File: config.mk
export PLATFORM = sky130hd
export DESIGN_NAME = status_byte_service_request
export DESIGN_NICKNAME = d
export VERILOG_FILES = /design/src/inc/status_byte_pkg.sv /design/src/rtl/mask_reg.sv /design/src/rtl/status_byte_service_request.sv
export SDC_FILE = /design/constraint.sdc
export NUM_CORES = 1
export LEC_CHECK = 0
export ABC_CLOCK_PERIOD_IN_PS = 2600
export BUFFER_PORTS_ARGS = -buffer_cell sky130_fd_sc_hd__buf_2
export CAP_MARGIN = 10
export CORE_UTILIZATION = 30
export CTS_CLUSTER_SIZE = 12
export DETAILED_ROUTE_END_ITERATION = 10
export GPL_TIMING_DRIVEN = 0
export SYNTH_ARGS = -nofsm -noshare
export SYNTH_HDL_FRONTEND = slang
export SYNTH_HIERARCHICAL = 1
export SYNTH_SLANG_ARGS = --single-unit
File: constraint.sdc
create_clock -name sys_clk_i -period 2.6 [get_ports sys_clk_i]
set_input_delay 0.26 -clock sys_clk_i [delete_from_list [all_inputs] [get_ports sys_clk_i]]
set_output_delay 0.26 -clock sys_clk_i [all_outputs]
set_load 0.02 [all_outputs]
File: src/inc/status_byte_pkg.sv
// Purpose: constants for the summary status byte and service request logic
// Assumes: 8-bit status byte, 8-bit SRE and standard enable masks, 16-bit questionable and operation enable masks
// Notes: widths, bit positions, reset values, summary source mask and read select codes
package status_byte_pkg;
  localparam int unsigned STB_W = 8;
  localparam int unsigned QUES_W = 16;
  localparam int unsigned OPER_W = 16;
  localparam int unsigned STD_W = 8;
  localparam int unsigned ERR_CNT_W = 8;
  localparam int unsigned OUTQ_CNT_W = 8;
  // status byte bit positions
  localparam int unsigned BIT_RSV0 = 0;
  localparam int unsigned BIT_RSV1 = 1;
  localparam int unsigned BIT_ERRQ = 2;
  localparam int unsigned BIT_QUES = 3;
  localparam int unsigned BIT_MSGW = 4;
  localparam int unsigned BIT_STDE = 5;
  localparam int unsigned BIT_MSUM = 6;
  localparam int unsigned BIT_OPER = 7;
  // reset values
  localparam logic [7:0] SRE_RST = 8'h00;
  localparam logic [7:0] STD_EN_RST = 8'h00;
  localparam logic [15:0] QUES_EN_RST = 16'h0000;
  localparam logic [15:0] OPER_EN_RST = 16'h0000;
  localparam logic [7:0] STB_RST = 8'h00;
  // mask of bits that may feed the master summary
  localparam logic [7:0] MSUM_SRC_MASK = 8'hbc;
  // read port select codes
  typedef enum logic [1:0] {
    RD_POLL = 2'h0,
    RD_QUERY = 2'h1,
    RD_SRE = 2'h2,
    RD_STDEN = 2'h3
  } rd_sel_type;
endpackage

File: src/rtl/mask_reg.sv
// Purpose: loadable enable mask register with reset value
// Assumes: same clock as its writer
// Notes: used for every enable mask of the block
`timescale 1ns/100ps
module mask_reg #(
  parameter int unsigned W = 8,
  parameter logic [W-1:0] RST = '0
) (
  input wire logic sys_clk_i,
  input wire logic rst_i,
  input wire logic wr_i,
  input wire logic [W-1:0] wdata_i,
  output logic [W-1:0] q_o
);
  always_ff @(posedge sys_clk_i) begin
    if (rst_i) begin
      q_o <= RST;
    end else if (wr_i) begin
      q_o <= wdata_i;
    end
  end
endmodule // mask_reg

File: src/rtl/status_byte_service_request.sv
// Purpose: summary status byte, master summary and service request flag
// Assumes: event registers, queues and command parser live outside
// Notes: read data and flags are registered; reads have no side effect
`timescale 1ns/100ps

module status_byte_service_request #(
  parameter int unsigned QW = status_byte_pkg::QUES_W,
  parameter int unsigned OW = status_byte_pkg::OPER_W
) (
  input wire logic sys_clk_i,
  input wire logic rst_i,
  input wire logic err_queue_empty_i,
  input wire logic out_queue_empty_i,
  input wire logic [QW-1:0] ques_event_i,
  input wire logic [OW-1:0] oper_event_i,
  input wire logic [status_byte_pkg::STD_W-1:0] std_event_i,
  input wire logic sre_wr_i,
  input wire logic std_en_wr_i,
  input wire logic ques_en_wr_i,
  input wire logic oper_en_wr_i,
  input wire logic [15:0] wdata_i,
  input wire logic rd_i,
  input wire logic [1:0] rd_sel_i,
  output logic [7:0] rdata_o,
  output logic rvalid_o,
  output logic [7:0] summary_status_byte_o,
  output logic master_summary_o,
  output logic service_request_flag_o
);
  import status_byte_pkg::*;

  // ****************************************************************
  // enable masks
  // ****************************************************************
  logic [7:0] sre_q;
  logic [7:0] std_en_q;
  logic [QW-1:0] ques_en_q;
  logic [OW-1:0] oper_en_q;

  mask_reg #(.W(8), .RST(SRE_RST)) u_sre (
    .sys_clk_i(sys_clk_i),
    .rst_i(rst_i),
    .wr_i(sre_wr_i),
    .wdata_i(wdata_i[7:0]),
    .q_o(sre_q)
  );

  mask_reg #(.W(8), .RST(STD_EN_RST)) u_std_en (
    .sys_clk_i(sys_clk_i),
    .rst_i(rst_i),
    .wr_i(std_en_wr_i),
    .wdata_i(wdata_i[7:0]),
    .q_o(std_en_q)
  );

  mask_reg #(.W(QW), .RST(QW'(QUES_EN_RST))) u_ques_en (
    .sys_clk_i(sys_clk_i),
    .rst_i(rst_i),
    .wr_i(ques_en_wr_i),
    .wdata_i(wdata_i[QW-1:0]),
    .q_o(ques_en_q)
  );

  mask_reg #(.W(OW), .RST(OW'(OPER_EN_RST))) u_oper_en (
    .sys_clk_i(sys_clk_i),
    .rst_i(rst_i),
    .wr_i(oper_en_wr_i),
    .wdata_i(wdata_i[OW-1:0]),
    .q_o(oper_en_q)
  );

  // ****************************************************************
  // summary bits
  // ****************************************************************
  function automatic logic any_enabled(input logic [15:0] ev,
                                       input logic [15:0] en);
    any_enabled = |(ev & en);
  endfunction

  // byte as the controller reads it, master summary in bit 6
  function automatic logic [7:0] poll_byte(input logic [7:0] stb,
                                           input logic msum);
    poll_byte = stb;
    poll_byte[BIT_MSUM] = msum;
  endfunction

  // ****************************************************************
  // event summaries
  // ****************************************************************
  // levels, not edges: a cleared source drops its bit
  logic err_pending;
  logic ques_pending;
  logic msg_pending;
  logic std_pending;
  logic oper_pending;

  assign err_pending = ~err_queue_empty_i;
  assign ques_pending = any_enabled(16'(ques_event_i), 16'(ques_en_q));
  assign msg_pending = ~out_queue_empty_i;
  assign std_pending = any_enabled(16'(std_event_i),
                                   16'(std_en_q));
  assign oper_pending = any_enabled(16'(oper_event_i),
                                    16'(oper_en_q));

  // ****************************************************************
  // status byte next value
  // ****************************************************************
  logic [7:0] stb_d;

  // reserved bits and bit 6 keep their reset value
  always_comb begin
    stb_d = STB_RST;
    stb_d[BIT_ERRQ] = err_pending;
    stb_d[BIT_QUES] = ques_pending;
    stb_d[BIT_MSGW] = msg_pending;
    stb_d[BIT_STDE] = std_pending;
    stb_d[BIT_OPER] = oper_pending;
  end

  // ****************************************************************
  // master summary
  // ****************************************************************
  logic [7:0] req_term;
  logic msum_d;

  // bit 6 and the reserved bits never raise a request
  for (genvar g = 0; g < 8; g++) begin : g_req_term
    assign req_term[g] = stb_d[g] & sre_q[g] & MSUM_SRC_MASK[g];
  end

  assign msum_d = |req_term;

  // ****************************************************************
  // status byte and request flag
  // ****************************************************************
  logic [7:0] stb_q;
  logic msum_q;
  logic srq_q;

  always_ff @(posedge sys_clk_i) begin
    if (rst_i) begin
      stb_q <= STB_RST;
    end else begin
      stb_q <= stb_d;
    end
  end

  always_ff @(posedge sys_clk_i) begin
    if (rst_i) begin
      msum_q <= STB_RST[BIT_MSUM];
    end else begin
      msum_q <= msum_d;
    end
  end

  // request flag follows master summary; reads never touch it
  always_ff @(posedge sys_clk_i) begin
    if (rst_i) begin
      srq_q <= STB_RST[BIT_MSUM];
    end else begin
      srq_q <= msum_d;
    end
  end

  // ****************************************************************
  // read port
  // ****************************************************************
  logic [7:0] rdata_d;
  logic [7:0] rdata_q;
  logic rvalid_q;

  always_ff @(posedge sys_clk_i) begin
    if (rst_i) begin
      rvalid_q <= 1'b0;
    end else begin
      rvalid_q <= rd_i;
    end
  end

  // poll and query answer alike; data holds until the next read
  always_comb begin
    rdata_d = rdata_q;
    if (rd_i) begin
      unique case (rd_sel_type'(rd_sel_i))
        RD_POLL: rdata_d = poll_byte(stb_q, msum_q);
        RD_QUERY: rdata_d = poll_byte(stb_q, msum_q);
        RD_SRE: rdata_d = sre_q;
        RD_STDEN: rdata_d = std_en_q;
      endcase
    end
  end

  always_ff @(posedge sys_clk_i) begin
    if (rst_i) begin
      rdata_q <= STB_RST;
    end else begin
      rdata_q <= rdata_d;
    end
  end

  // ****************************************************************
  // outputs
  // ****************************************************************
  assign summary_status_byte_o = stb_q;
  assign master_summary_o = msum_q;
  assign service_request_flag_o = srq_q;
  assign rdata_o = rdata_q;
  assign rvalid_o = rvalid_q;
endmodule // status_byte_service_request
==> run_results.csv <==
group,metric,value,unit
sta,hold_viol,0,
synthesis,synthesis.area,0.002604,mm2
setup_path,cp_slowest_stage_delay,0.32,ns
global_routing,grt_max_degree,11,
sta,setup_tns,0,ns
place,numPortBuffers,77,
route,wl,6487,um
sta,fin_crit,1.537,ns
global_routing,grt_pass1_vias,2006,
sta,slew_headroom,62.92,%
synthesis,synth.yosys.warnings,6,
run_status,status,"finished, final reports clean",
setup_path,arrival,1.76,ns
global_routing,grt_use_total,15.27,%
synthesis,ys_seq_area_share,48.44,%
clocking,clk_latency,0.33,ns
global_routing,grt_overflow,0,
clocking,cts_buffers,9,
place,dp_hpwl,5065,um
clocking,cts_max_path_buffers,2,
worst_hold_path,hp-start,"err_queue_empty_i",
floorplan,core_area,0.008299,mm2
floorplan,rows,33,
setup_path,worstPathCellList,"a22o_1 -> a221oi_2 -> and3_1 -> a31oi_1 -> a221o_1",
sta,timing.fmax,0.6504,GHz
synthesis,syn_avg_cell_area,10.33,um2
setup_path,r2r_setup_slack,1.06,ns
setup_path,crit_required,2.82,ns
setup_path,startpoint_type,"flop",
clocking,cts_root_buffer,"clkbuf_8",
sta,worstMarginPinSlew,0.5562,ns
power,leakage,0.001617,uW
sta,postLayoutSetupSlackWorst,1.063,ns
setup_path,cp_top_family,"compound AO/OA/AOI/OAI gates",
clocking,clock-sinks,63,
route,dr.pass1.iters,4,
sta,setup_viol,0,
final_layout,area_growth,28.74,%
place,place_ws,1.022,ns
route,routed_via_density,4.529,
route,ant_nets,0,
power,ir_drop,0.0003753,V
sta,rsz0062_at_grt,"no",
floorplan,initial_core_util,31.37,%
floorplan,die_area,0.009055,mm2
place,place_congestion,0.7564,
setup_path,startpoint,"u_ques_en/q_o[5]",
setup_path,worst-setup-path-type,"flop to flop",
clocking,clkSlewWorstSetupHoldPaths,0.07,ns
floorplan,die-height,95.16,um
setup_path,cpMaxStageDelayCell,"dfxtp_1",
route,num_vias,2047,
clocking,cts_hold_buffers,0,
global_routing,antenna_found_initial,0,
global_routing,grt_first_pass_wirelength,10080,um
synthesis,syn_inst,252,
worst_hold_path,hold_class,"primary input to flop",
route,drc,0,
sta,period_share,59.13,%
route,wl_per_cell,14.35,um
setup_path,critPathMaxFanout,2,
setup_path,endpoint,"service_request_flag_o",
route,drtIter0Drc,72,
setup_path,cp_num_buf_inv,0,
flow_run,drv_cap,0,
clocking,cts_resized,0,
final_layout,drive_above_1_share,31.70,%
setup_path,r2r_cells,5,
final_layout,nets,409,
power,p_per_area,692.4,mW/mm2
sta,fin_skew,0.01001,ns
floorplan,die_w,95.16,um
setup_path,rr_startpoint,"u_ques_en/q_o[5]",
clocking,cts_tree,"done",
setup_path,crit_path_end_kind,"flop",
clocking,htree_levels,3,
floorplan,ios,86,
synthesis,synth_cell_types,26,
clocking,cts_setup_buffers,0,
setup_path,r2r_end,"service_request_flag_o",
final_layout,diodes,0,
synthesis,synth-seq-cells,63,
setup_path,worstSetupPathDepth,5,
sta,maxSlewViolCount,0,
[registers in the layout, summed over array words and instances (netlist names)]
name                    count
u_oper_en/q_o              16
u_ques_en/q_o              16
rdata_o                     8
u_sre/q_o                   8
u_std_en/q_o                8
summary_status_byte_o       5
rvalid_o                    1
service_request_flag_o      1
[power by group]
part | total (uW) | switching (uW) | internal [uW]
sequential | 1060 | 37.3 | 1030
clock | 944 | 353 | 592
combinational | 312 | 162 | 151
total | 2320 | 552 | 1770
[cells by family after synthesis]
kind of cell / synth area share (%)
compound gates: 10.52
mux: 23.93
other cells: 0.1440
flops: 48.44
simple gates: 10.67
buf+inv: 6.295
[worst reg2reg max path: stages, from the launching register on]
cell and delay [ns]:
dfxtp_1 0.32, a22o_1 0.22, a221oi_2 0.25, and3_1 0.21, a31oi_1 0.12, a221o_1 0.31
[metal layers]
layer  track usage, %  routed length (um)  part of all wire (%)  up-vias
li1                 -                   -                     -     1058
met1            18.81                3034                    47      918
met2            24.35                2998                    46       69
met3            5.662                 418                   6.4        2
met4            5.303                  35                  0.54        0
met5                0                   0                     0        -
[synth_stat cells]
master | number | area, um2
a22o_1 | 6 | 52.55
nand3_1 | 2 | 10.01
nor2b_1 | 1 | 6.260
buf_6 | 4 | 45.04
clkbuf_1 | 3 | 11.26
a31oi_1 | 2 | 12.51
a22oi_1 | 9 | 67.56
a221oi_1 | 2 | 17.52
nand2b_1 | 2 | 12.51
a221o_1 | 1 | 10.01
buf_2 | 3 | 15.01
mux2i_1 | 60 | 600.6
conb_1 | 1 | 3.750
o21ai_0 | 1 | 5.000
nor2_1 | 62 | 232.7
buf_1 | 4 | 15.01
buf_4 | 4 | 30.03
a221oi_2 | 4 | 60.06
a41oi_1 | 1 | 8.760
inv_1 | 2 | 7.510
a21oi_1 | 8 | 40.04
mux2_2 | 2 | 22.52
buf_12 | 2 | 40.04
dfxtp_1 | 63 | 1261
and3_1 | 2 | 12.51
nand2_1 | 1 | 3.750
[metrics by stage]
step	util [%]	area [um2]	hold WS, ns	total power [uW]	instances
after floorplan	-	2611	0.3316	1275	254
after global placement	37.69	3128	0.4480	1394	436
after detailed placement	37.69	3128	0.4443	1401	436
after CTS	40.39	3352	0.07520	2358	452
after global routing	40.39	3352	0.09255	2432	452
final	40.39	3352	0.1018	2321	452
[cell usage in the layout (no fill, tap or decap), types with 3 or more instances in the layout]
cell type | netlist | final
buf_2 | 3 | 80
dfxtp_1 | 63 | 63
nor2_1 | 62 | 62
mux2i_1 | 60 | 60
clkbuf_8 | 0 | 11
a22oi_1 | 9 | 9
a21oi_1 | 8 | 8
a22o_1 | 6 | 6
clkbuf_1 | 3 | 5
a221oi_2 | 4 | 4
buf_4 | 4 | 4
buf_1 | 4 | 4
buf_6 | 4 | 4
conb_1 | 1 | 3
[how the worst min path moves through the flow]
stage                          endpoint  cells past startpoint
6_report       summary_status_byte_o[2]                      2
3_5_place_dp   summary_status_byte_o[2]                      2
3_3_place_gp   summary_status_byte_o[4]                      2
5_1_grt        summary_status_byte_o[4]                      2
4_1_cts        summary_status_byte_o[2]                      2
2_1_floorplan                  rvalid_o                      1
[cell type report]
type	count	area, um2
fill	862	4947
clock inverter	3	65.06
tap	105	131.4
inverter	2	7.507
clock buffer	13	158.9
buffer	20	156.4
timing repair buffer	77	385.4
sequential	63	1261
multi-input combinational	169	1186
Note: power is estimated with default switching activity, not from simulation.
